File: src/rtl/pemc_pkg.sv
package pemc_pkg;

  // clock period of i_ref_clk in picoseconds
  localparam int unsigned CLK_PERIOD_PS = 5000;

  // device timing figures in their own units
  localparam int unsigned PROG_CYCLE_STD_MS  = 10;
  localparam int unsigned PROG_CYCLE_FAST_MS = 3;
  localparam int unsigned BYTE_LOAD_WINDOW_US = 150;
  localparam int unsigned WRITE_PULSE_NS      = 100;
  localparam int unsigned WRITE_PULSE_HIGH_NS = 50;
  localparam int unsigned ADDR_HOLD_NS        = 50;
  localparam int unsigned READ_ACCESS_NS      = 150;
  localparam int unsigned OUTPUT_FLOAT_NS     = 50;

  // least times round up, longest times round down
  localparam int unsigned WP_CYC  = (WRITE_PULSE_NS * 1000 + CLK_PERIOD_PS - 1) / CLK_PERIOD_PS;
  localparam int unsigned WPH_CYC = (WRITE_PULSE_HIGH_NS * 1000 + CLK_PERIOD_PS - 1)
                                    / CLK_PERIOD_PS;
  localparam int unsigned AH_CYC  = (ADDR_HOLD_NS * 1000 + CLK_PERIOD_PS - 1) / CLK_PERIOD_PS;
  localparam int unsigned ACC_CYC = (READ_ACCESS_NS * 1000 + CLK_PERIOD_PS - 1) / CLK_PERIOD_PS;
  localparam int unsigned DF_CYC  = (OUTPUT_FLOAT_NS * 1000 + CLK_PERIOD_PS - 1) / CLK_PERIOD_PS;
  localparam int unsigned BLW_CYC = (BYTE_LOAD_WINDOW_US * 1000000) / CLK_PERIOD_PS;
  localparam int unsigned PROG_STD_CYC  = (PROG_CYCLE_STD_MS * 1000000) / CLK_PERIOD_PS
                                          * 1000;
  localparam int unsigned PROG_FAST_CYC = (PROG_CYCLE_FAST_MS * 1000000) / CLK_PERIOD_PS
                                          * 1000;

  localparam int unsigned ADDR_W = 15;
  localparam int unsigned DATA_W = 8;
  localparam int unsigned PAGE_LSB = 6;
  localparam int unsigned POLL_BIT = 7;
  localparam int unsigned TOGGLE_BIT = 6;

  // host command opcodes
  localparam logic [1:0] CMD_READ  = 2'h0;
  localparam logic [1:0] CMD_WRITE = 2'h1;
  localparam logic [1:0] CMD_ERASE = 2'h2;

  typedef struct packed {
    logic [1:0]        op;
    logic              last;
    logic [ADDR_W-1:0] addr;
    logic [DATA_W-1:0] data;
  } pemc_cmd_t;

  typedef struct packed {
    logic              chip_sel_n;
    logic              out_gate_n;
    logic              wr_strobe_n;
    logic              hv_gate;
    logic [ADDR_W-1:0] addr;
    logic [DATA_W-1:0] data_o;
    logic              data_oe;
  } pemc_pins_t;

endpackage

File: src/rtl/pemc_timer.sv
`timescale 1ns/1ps
module pemc_timer
  import pemc_pkg::*;
#(
  parameter int unsigned WIDTH = 24
) (
  // clock and reset
  input  wire logic             i_ref_clk,
  input  wire logic             i_reset,
  // control
  input  wire logic             i_load,
  input  wire logic [WIDTH-1:0] i_count,
  // status
  output logic                  o_done
);

  logic [WIDTH-1:0] cnt_q;
  logic [WIDTH-1:0] cnt_d;
  logic             done_q;
  logic             done_d;

  always_comb begin
    cnt_d  = cnt_q;
    done_d = 1'b0;
    if (i_load) begin
      cnt_d = i_count;
    end else if (cnt_q != '0) begin
      cnt_d  = cnt_q - 1'b1;
      done_d = (cnt_q == {{(WIDTH-1){1'b0}}, 1'b1});
    end
  end

  always_ff @(posedge i_ref_clk) begin
    if (i_reset) begin
      cnt_q  <= '0;
      done_q <= 1'b0;
    end else begin
      cnt_q  <= cnt_d;
      done_q <= done_d;
    end
  end

  assign o_done = done_q;

endmodule

File: src/rtl/pemc_host.sv
`timescale 1ns/1ps
// Summary of operation
// - read: select and gate low, strobe high
// - write: select low, gate high, strobe low
// - erase: select, strobe low, gate high voltage
// - wait program cycle, 10 or 3 ms
// - next page byte within 150 us
// - page bytes share one page address
module pemc_host
  import pemc_pkg::*;
#(
  parameter int unsigned  PROG_CYC  = PROG_STD_CYC,
  parameter int unsigned  BLW_LIMIT = BLW_CYC,
  parameter int unsigned  TW        = 24
) (
  // clock and reset
  input  wire logic              i_ref_clk,
  input  wire logic              i_reset,
  // command port
  input  wire pemc_cmd_t         i_cmd,
  input  wire logic              i_cmd_valid,
  output logic                   o_cmd_ready,
  output logic [DATA_W-1:0]      o_rd_data,
  output logic                   o_rd_valid,
  output logic                   o_page_err,
  output logic                   o_busy,
  // device pins
  input  wire logic [DATA_W-1:0] i_dev_data,
  output pemc_pins_t             o_pins
);

  typedef enum logic [7:0] {
    ST_IDLE  = 8'h01,
    ST_RDACC = 8'h02,
    ST_WRLO  = 8'h04,
    ST_WRHI  = 8'h08,
    ST_LOAD  = 8'h10,
    ST_PROG  = 8'h20,
    ST_POLL  = 8'h40,
    ST_FLOAT = 8'h80
  } pemc_state_t;

  function automatic logic [TW-1:0] cyc(input int unsigned n);
    cyc = TW'(n);
  endfunction

  pemc_state_t              st_q, st_d;
  pemc_pins_t               pins_q, pins_d;
  logic [DATA_W-1:0]        rdat_q, rdat_d;
  logic                     rval_q, rval_d;
  logic                     perr_q, perr_d;
  logic                     rdy_q, rdy_d;
  logic                     busy_q, busy_d;
  logic                     erase_q, erase_d;
  logic [ADDR_W-PAGE_LSB-1:0] page_q, page_d;
  logic [DATA_W-1:0]        last_q, last_d;
  logic                     last_cmd_q, last_cmd_d;
  logic [7:0]               sub_q, sub_d;
  logic                     tog_q, tog_d;
  logic                     tog_seen_q, tog_seen_d;
  logic                     tm_load;
  logic [TW-1:0]            tm_count;
  logic                     tm_done;

  pemc_timer #(.WIDTH(TW)) u_timer (
    .i_ref_clk (i_ref_clk),
    .i_reset   (i_reset),
    .i_load    (tm_load),
    .i_count   (tm_count),
    .o_done    (tm_done)
  );

  always_comb begin
    st_d       = st_q;
    pins_d     = pins_q;
    rdat_d     = rdat_q;
    rval_d     = 1'b0;
    perr_d     = 1'b0;
    rdy_d      = 1'b0;
    busy_d     = busy_q;
    erase_d    = erase_q;
    page_d     = page_q;
    last_d     = last_q;
    last_cmd_d = last_cmd_q;
    sub_d      = sub_q;
    tog_d      = tog_q;
    tog_seen_d = tog_seen_q;
    tm_load    = 1'b0;
    tm_count   = '0;
    case (st_q)
      ST_IDLE, ST_LOAD: begin
        rdy_d = 1'b1;
        if (st_q == ST_LOAD && tm_done) begin
          // window lapsed: device starts programming on its own
          st_d     = ST_PROG;
          rdy_d    = 1'b0;
          busy_d   = 1'b1;
          tm_load  = 1'b1;
          tm_count = cyc(PROG_CYC);
        end else if (i_cmd_valid && rdy_q) begin
          rdy_d = 1'b0;
          pins_d.addr = i_cmd.addr;
          if (i_cmd.op == CMD_READ) begin
            pins_d.chip_sel_n  = 1'b0;
            pins_d.out_gate_n  = 1'b0;
            pins_d.wr_strobe_n = 1'b1;
            pins_d.data_oe     = 1'b0;
            sub_d = 8'(ACC_CYC);
            st_d  = ST_RDACC;
          end else if (st_q == ST_LOAD && i_cmd.op == CMD_WRITE
                       && i_cmd.addr[ADDR_W-1:PAGE_LSB] != page_q) begin
            perr_d = 1'b1;
            rdy_d  = 1'b1;
          end else begin
            if (i_cmd.op == CMD_WRITE && st_q == ST_LOAD) begin
              pins_d.addr = i_cmd.addr;
            end
            erase_d    = (i_cmd.op == CMD_ERASE);
            page_d     = i_cmd.addr[ADDR_W-1:PAGE_LSB];
            last_d     = i_cmd.data;
            last_cmd_d = i_cmd.last || (i_cmd.op == CMD_ERASE);
            pins_d.out_gate_n  = 1'b1;
            pins_d.hv_gate     = (i_cmd.op == CMD_ERASE);
            pins_d.chip_sel_n  = 1'b0;
            pins_d.wr_strobe_n = 1'b0;
            pins_d.data_o      = i_cmd.data;
            pins_d.data_oe     = (i_cmd.op != CMD_ERASE);
            sub_d = 8'(WP_CYC);
            st_d  = ST_WRLO;
          end
        end
      end
      ST_RDACC: begin
        if (sub_q > 8'h1) begin
          sub_d = sub_q - 8'h1;
        end else begin
          rdat_d = i_dev_data;
          rval_d = 1'b1;
          pins_d.out_gate_n = 1'b1;
          pins_d.chip_sel_n = 1'b1;
          sub_d = 8'(DF_CYC);
          st_d  = ST_FLOAT;
        end
      end
      ST_FLOAT: begin
        if (sub_q > 8'h1) begin
          sub_d = sub_q - 8'h1;
        end else begin
          st_d  = ST_IDLE;
          rdy_d = 1'b1;
        end
      end
      ST_WRLO: begin
        if (sub_q > 8'h1) begin
          sub_d = sub_q - 8'h1;
        end else begin
          pins_d.wr_strobe_n = 1'b1;
          sub_d = 8'(WPH_CYC > AH_CYC ? WPH_CYC : AH_CYC);
          st_d  = ST_WRHI;
        end
      end
      ST_WRHI: begin
        if (sub_q > 8'h1) begin
          sub_d = sub_q - 8'h1;
        end else begin
          pins_d.data_oe    = 1'b0;
          pins_d.hv_gate    = 1'b0;
          pins_d.chip_sel_n = 1'b1;
          tm_load = 1'b1;
          busy_d  = 1'b1;
          if (last_cmd_q) begin
            tm_count = cyc(PROG_CYC);
            st_d     = ST_PROG;
          end else begin
            tm_count = cyc(BLW_LIMIT);
            st_d     = ST_LOAD;
            rdy_d    = 1'b1;
          end
        end
      end
      ST_PROG: begin
        // poll the last byte written until the device reports done or the timer ends while in ST_PROG between polls; an erase only waits for the timer
        if (!erase_q && sub_q == 8'h0) begin
          pins_d.chip_sel_n  = 1'b0;
          pins_d.out_gate_n  = 1'b0;
          pins_d.wr_strobe_n = 1'b1;
          sub_d = 8'(ACC_CYC);
          st_d  = ST_POLL;
        end else if (sub_q != 8'h0) begin
          sub_d = sub_q - 8'h1;
        end
        if (tm_done) begin
          pins_d.chip_sel_n = 1'b1;
          pins_d.out_gate_n = 1'b1;
          busy_d     = 1'b0;
          tog_seen_d = 1'b0;
          sub_d      = 8'(DF_CYC);
          st_d       = ST_FLOAT;
        end
      end
      ST_POLL: begin
        if (sub_q > 8'h1) begin
          sub_d = sub_q - 8'h1;
        end else begin
          pins_d.chip_sel_n = 1'b1;
          pins_d.out_gate_n = 1'b1;
          tog_d      = i_dev_data[TOGGLE_BIT];
          tog_seen_d = 1'b1;
          sub_d      = 8'(DF_CYC);
          st_d       = ST_PROG;
          if (i_dev_data[POLL_BIT] == last_q[POLL_BIT]
              && tog_seen_q && i_dev_data[TOGGLE_BIT] == tog_q) begin
            busy_d     = 1'b0;
            tog_seen_d = 1'b0;
            st_d       = ST_FLOAT;
          end
        end
      end
      default: st_d = ST_IDLE;
    endcase
  end

  always_ff @(posedge i_ref_clk) begin
    if (i_reset) begin
      st_q       <= ST_IDLE;
      pins_q     <= '{chip_sel_n: 1'b1, out_gate_n: 1'b1, wr_strobe_n: 1'b1,
                      hv_gate: 1'b0, addr: '0, data_o: '0, data_oe: 1'b0};
      rdat_q     <= '0;
      rval_q     <= 1'b0;
      perr_q     <= 1'b0;
      rdy_q      <= 1'b0;
      busy_q     <= 1'b0;
      erase_q    <= 1'b0;
      page_q     <= '0;
      last_q     <= '0;
      last_cmd_q <= 1'b0;
      sub_q      <= '0;
      tog_q      <= 1'b0;
      tog_seen_q <= 1'b0;
    end else begin
      st_q       <= st_d;
      pins_q     <= pins_d;
      rdat_q     <= rdat_d;
      rval_q     <= rval_d;
      perr_q     <= perr_d;
      rdy_q      <= rdy_d;
      busy_q     <= busy_d;
      erase_q    <= erase_d;
      page_q     <= page_d;
      last_q     <= last_d;
      last_cmd_q <= last_cmd_d;
      sub_q      <= sub_d;
      tog_q      <= tog_d;
      tog_seen_q <= tog_seen_d;
    end
  end

  assign o_pins      = pins_q;
  assign o_rd_data   = rdat_q;
  assign o_rd_valid  = rval_q;
  assign o_page_err  = perr_q;
  assign o_cmd_ready = rdy_q;
  assign o_busy      = busy_q;

endmodule

File: config.mk
export PLATFORM = sky130hd
export DESIGN_NAME = pemc_host
export DESIGN_NICKNAME = d
export VERILOG_FILES = /design/src/rtl/pemc_pkg.sv /design/src/rtl/pemc_timer.sv /design/src/rtl/pemc_host.sv
export SDC_FILE = /design/constraint.sdc
export NUM_CORES = 1
export LEC_CHECK = 0
export BUFFER_PORTS_ARGS = -buffer_cell sky130_fd_sc_hd__buf_2
export CAP_MARGIN = 20
export CORE_MARGIN = 5
export CORE_UTILIZATION = 59
export CTS_BUF_LIST = sky130_fd_sc_hd__clkbuf_8
export DETAILED_ROUTE_END_ITERATION = 8
export PLACE_DENSITY = 0.87
export SKIP_LAST_GASP = 1
export SLEW_MARGIN = 10
export SYNTH_ARGS = -nofsm -noshare
export SYNTH_HDL_FRONTEND = slang
export SYNTH_HIERARCHICAL = 1
export SYNTH_SLANG_ARGS = --single-unit
export TNS_END_PERCENT = 20
File: constraint.sdc
create_clock -name i_ref_clk -period 2.9 [get_ports i_ref_clk]
set_input_delay 0.435 -clock i_ref_clk [delete_from_list [all_inputs] [get_ports i_ref_clk]]
set_output_delay 0.435 -clock i_ref_clk [all_outputs]
set_load 0.02 [all_outputs]
; ---- Word-level counts from Yosys, hierarchy flattened
; Cells that the tools add are included.
[classes]
addsub = 2
order_cmp = 1
n_eq_ne = 35
muxes = 64
n_bitwise = 8
reduce_logical = 41
[ops]
columns = operator, count
row1 = $mux 8, 21
row2 = $mux 24, 4
row3 = $mux 28, 3
row4 = $pmux 8 s7, 1
row5 = $pmux 24 s2, 1
row6 = $mux 21, 2
row7 = $pmux 8 s4, 1
row8 = $reduce_and 6->1, 5
row9 = $ne 2x2->1 const B, 14
row10 = $eq 24x1->1 const B, 1
row11 = $reduce_bool 24->1, 1
row12 = $sub 24x1->24 const B, 1
row13 = $mux 1, 17
row14 = $reduce_bool 4->1, 3
row15 = $reduce_and 5->1, 2
row16 = $ne 9x9->1, 1
row17 = $pmux 1 s3, 3
row18 = $eq 8x1->1 const B, 1
row19 = $eq 8x2->1 const B, 1
row20 = $eq 8x3->1 const B, 1
row21 = $eq 8x4->1 const B, 1
row22 = $eq 8x5->1 const B, 1
row23 = $eq 8x6->1 const B, 1
row24 = $eq 8x7->1 const B, 1
row25 = other kinds (32), 63
[totals]
register_bits = 94
inputBits = 37
out_inout_bits = 40
elab_cells = 172

; ---- Longest topological paths before layout
[logic_depth]
depth_word = 8
mapped_depth = 11

; ---- Cells and area by module
; The synthesis kept the hierarchy.
[modules_own_cells]
columns = module, instances, cells_per_inst, area_per_inst_um2, seq_area_each_um2
row1 = pemc_host, 1, 416, 3572.2, 1381.3
row2 = pemc_timer, 1, 172, 1486.4, 500.5

; ---- Worst setup path before layout
; No wires, ideal clock.
[synth_timing]
kind = reg2reg
start = register sub_q[1]
end = register st_q[4]
setup_time_ps = 128
arrival_ps = 2260
path_slack_ps = 512
path_stages_with_launch = 9
path_buffers = 0
path_cell_list = dfxtp_1 > inv_1 > ha_1 > or3b_1 > nor3b_1 > nor2_2 > a2111oi_4 > mux2i_1 > nor2_1
[synth_via]
elab_chain_cells = 4
[synth_lines]
columns = item, line
row1 = "start, declared", pemc_host.sv:58  ; logic [7:0] sub_q, sub_d;
row2 = "start signal, assigned", pemc_host.sv:252  ; sub_q <= sub_d;
row3 = "parallel branches: the longest is 3 deep, another holds $gt 8x1->1", n/a
row4 = $reduce_and 8->1 (no line) *, n/a
row5 = "end signal, assigned", pemc_host.sv:241  ; st_q <= st_d;
row6 = "end, declared", pemc_host.sv:47  ; pemc_state_t st_q, st_d;
; Every way passes the cells marked *.
; A chain may end at the register's enable or synchronous reset.

; ---- Worst setup path after layout
[layout_timing]
start = register st_q[6]
end = register st_q[7]
[layout_via]
elab_chain_cells = 5
[layout_lines]
columns = item, line
row1 = $eq 8x5->1, "pemc_host.sv:90, pemc_host.sv:93, pemc_host.sv:110"
row2 = $logic_and 1x1->1, n/a
row3 = $logic_and 1x1->1, pemc_host.sv:111  ; && i_cmd.addr[ADDR_W-1:PAGE_LSB] != page_q) begin
row4 = $ne 4x4->1 (no line), n/a
row5 = $reduce_and 8->1 (no line), n/a
; Parallel ways exist; a longest one is shown, timed or not.

==> summary.md <==
| Metric | Value |
|---|---|
| Seq cells post-synth | 94 |
| CTS tree | built |
| Number of antenna violations at the first check in global routing | 0 |
| Relative slew slack | 35.3% |
| H-tree levels | 3 |
| Synthesized area | 5060 sq um |
| Wire length of the first global-routing pass | 20,600 um |
| Slew at the pin with the worst max-slew slack | roughly 0.96 ns |
| Combinational share of power | between 50 and 60% |
| Violation count after the first detailed-route iteration | ~270 |
| Netlist cell types | 74 |
| Library cell with the largest summed area after synthesis | sky130_fd_sc_hd__dfxtp_1 |
| Max Fanout on Critical Path | 10 |
| Floorplan die area | 10,500 sq um |
| Type of the setup path with the least slack | flip-flop to flip-flop |
| Avg Vias per Cell | 5.89 |
| Total via count in the routed design | 4,613 |
| Max Transition Viols Final | 0 |
| Classification of the worst-slack hold path | input pin to flip-flop |
| Synth top area share | ~37% |
| Number of port buffers | 76 |
| Setup-violating endpoint count in the final report | 0 |
| Number of design rule violations left after detail routing | 0 |
| Average cell area after synthesis | 8.60 sq um |
| Number of standard-cell rows in the floorplan | 33 |
| Relative contribution of the clock network to total power | 15.8% |
| Sequential cell fraction of total power | 33.7% |
| Area of the core | 8300 sq um |
| Clock Sinks | 94 |
| Fin crit share | 94.6% |
| Syn. warnings | 6 |
| Worst Path Required | 3.18 ns |
| Data arrival at the endpoint of the critical path | slightly above 3 ns |
| Family of cells with the greatest summed delay on the critical path | simple AND/OR/NAND/NOR gates |
| Total wire length after detailed routing | 12,600 um |
| Floorplan die width | just over 100 um |
| Final hold violation count | 0 |
| Number of iterations in the first detailed-routing pass | 5 |
| Post-route clock skew | 0.0119 ns |
| DIE HEIGHT | 103 um |
| Clock tree root buffer cell | sky130_fd_sc_hd__clkbuf_8 |
| Element type at the critical path start | flip-flop |
| Proportion of layout cells with a drive suffix above 1 | 21.7% |
| Fraction of the yosys area taken by sequential cells | 37.2% |
| Status | completed |
| CTS clk-pin slew, worst paths | approximately 0.10 ns |
| F_max | 365 MHz |
| Largest net degree at the start of global routing | 40 |
| Clock latency reported for the late side of the worst-skew pair | between 0.3 and 0.4 ns |
| Async SR Flop Fraction | 0% |
| Grt ovf | 0 |
| Half-perimeter wire length of the detailed placement result | 9340 um |
| Area of all placed cells without fillers | 5750 sq um |
| Post-DRT Antenna Nets | 0 |
| GR Util All Layers | 24.3% |
| Number of CTS-inserted buffers | 9 |
| Final critical path time including I/O delays and setup | between 2 and 3 ns |
| Post-detailed-placement cell area | about 5600 sq um |
| Leakage component of the power | 2.34 nW |
| Wirelength per Cell | 16.1 um |
| Number of enable-type register cells in the synthesized netlist | 0 |
| Cell with the largest stage delay on the worst path | sky130_fd_sc_hd__nor4_4 |
| Total Neg Setup Slack | 0 ns |
| Synth-to-layout area growth | 13.7% |
| Register-to-register path setup slack | 0.16 ns |
| Max Cap Violations | 0 |
| Switching power as a share of total power | 44.2% |
| RSZ-0062 raised after global routing | false |
| Power Dens Cells | 922 nW/um^2 |
| Synth Flop Type | sky130_fd_sc_hd__dfxtp_1 |
| Clock Path Buffers | 2 |
| Most common cell after layout, fill and taps aside | sky130_fd_sc_hd__dfxtp_1 |
| Io pins | 77 |
| GP Congestion | around 1 |
| Count of buffering cells on the critical path with inverters included | 1 |
| Most used cells in the layout excluding fill and tap cells | 94 x sky130_fd_sc_hd__dfxtp_1, 76 x sky130_fd_sc_hd__buf_2, 60 x sky130_fd_sc_hd__nor2_1 |
| Biggest area contributors in the synthesized netlist | sky130_fd_sc_hd__dfxtp_1 37%, sky130_fd_sc_hd__mux2i_1 6.3%, sky130_fd_sc_hd__nor2_1 4.5%, sky130_fd_sc_hd__nand2_1 4.4%, sky130_fd_sc_hd__a21oi_1 4.0% |
| Final #Nets | 715 |
| Max incr delay on CP | 0.60 ns |
| Worst path cell trace | nor4_4, nand4_1, and3_1, a2111oi_4, buf_4, nor2_1, a311oi_1 |
| Via count of the first global-routing pass | approximately 4.3k |
| ANT cells | 0 |
| Synth Instances | 588 |
| IR drop worst, VDD | 0.636 mV |
| Worst Setup End Kind | flip-flop |
| Internal power summed over all cells | 0.00296 W |
| Starting Density | 61.0% |
| Sw Pwr | 0.00234 W |
==> power by group through the flow <==
stage / Clock (W) / Sequential (W) / Combinational [W]
6_report: 0.000837 / 0.00179 / 0.00268
5_1_grt: 0.000911 / 0.00182 / 0.00295
4_1_cts: 0.000854 / 0.00178 / 0.00264
3_5_place_dp: 0 / 0.00180 / 0.00262
3_3_place_gp: 0 / 0.00179 / 0.00254
2_1_floorplan: 0 / 0.00180 / 0.00209
==> cell type report <==
type | count | area (sq um)
flip-flops and latches | 94 | 1880
clock inverters | 7 | 66.3
fillers | 659 | 2550
multi-input cells | 453 | 2950
well taps | 105 | 131
inverters | 19 | 71.3
clock buffers | 9 | 124
repair buffers | 96 | 531
==> routing by layer <==
| metal | global-route usage, % | vias to the layer above | routed length [um] |
|---|---|---|---|
| met2 | 39.9 | 158 | 6070 |
| li1 | - | 2280 | - |
| met5 | 0 | - | 0 |
| met1 | 33.2 | 2156 | 5600 |
| met4 | 6.36 | 0 | 153 |
| met3 | 3.99 | 19 | 813 |
==> worst paths after layout <==
kind	from	end	depth (start not counted)
max	st_q[6]$_SDFFE_PP0P_	st_q[7]$_SDFFE_PP0P_	7
min	i_cmd[13]	o_pins[14]$_SDFFE_PP0P_	3
max reg2reg	st_q[6]$_SDFFE_PP0P_	st_q[7]$_SDFFE_PP0P_	7
min reg2reg	o_pins[20]$_SDFFE_PP0P_	o_pins[20]$_SDFFE_PP0P_	2
==> sequential cells by signal, summed over array words and instances, names as in the netlist <==
signal          cells
erase_q             1
last_cmd_q          1
last_q              8
o_busy              1
o_cmd_ready         1
o_page_err          1
o_pins             20
o_rd_data           8
o_rd_valid          1
page_q              9
st_q                8
sub_q               8
tog_q               1
tog_seen_q          1
u_timer/cnt_q      24
u_timer/o_done      1
==> through the flow <==
stage,util [%],setup slack (ns),hold slack [ns],power [W],cells
finish,69.3,0.158,0.294,0.00531,783
floorplan,-,0.512,0.467,0.00389,598
global route,69.3,0.0858,0.288,0.00568,783
detailed placement,67.0,0.296,0.444,0.00443,767
CTS,69.3,0.255,0.284,0.00527,783
global placement,67.0,0.335,0.439,0.00433,767
==> synthesized netlist by cell type (all sizes together), types with 16 or more instances <==
cell type	count
dfxtp	94
nor2	61
nand2	60
a21oi	40
mux2i	32
o21ai	25
nor3	24
xor2	22
clkbuf	21
nand3	20
inv	19
nor4	16
==> what timing repair did <==
item / 4_1_cts / 5_1_grt
gates resized for setup: 0 / 1
setup buffers: 0 / 0
endpoints found under the setup margin: 0 / 1
hold buffers: 0 / 0
==> kinds of logic after synthesis <==
kind of cell | after synthesis | share of synthesized area (%)
flip-flops | 94 | 37.2
XOR/XNOR | 33 | 5.71
AO/OA/AOI/OAI | 122 | 16.3
buffers and inverters | 51 | 5.59
multiplexers | 32 | 6.33
other | 1 | 0.0741
adder cells (fa/ha/maj) | 5 | 1.24
AND/OR/NAND/NOR | 250 | 27.5
==> worst reg2reg max path, cell delays in order, from the launching register on <==
cell and delay [ns]:
sky130_fd_sc_hd__dfxtp_1 0.46, sky130_fd_sc_hd__nor4_4 0.60, sky130_fd_sc_hd__nand4_1 0.49, sky130_fd_sc_hd__and3_1 0.38, sky130_fd_sc_hd__a2111oi_4 0.20, sky130_fd_sc_hd__buf_4 0.22
sky130_fd_sc_hd__nor2_1 0.06, sky130_fd_sc_hd__a311oi_1 0.25
No activity file was read; power rests on OpenSTA's default activity.
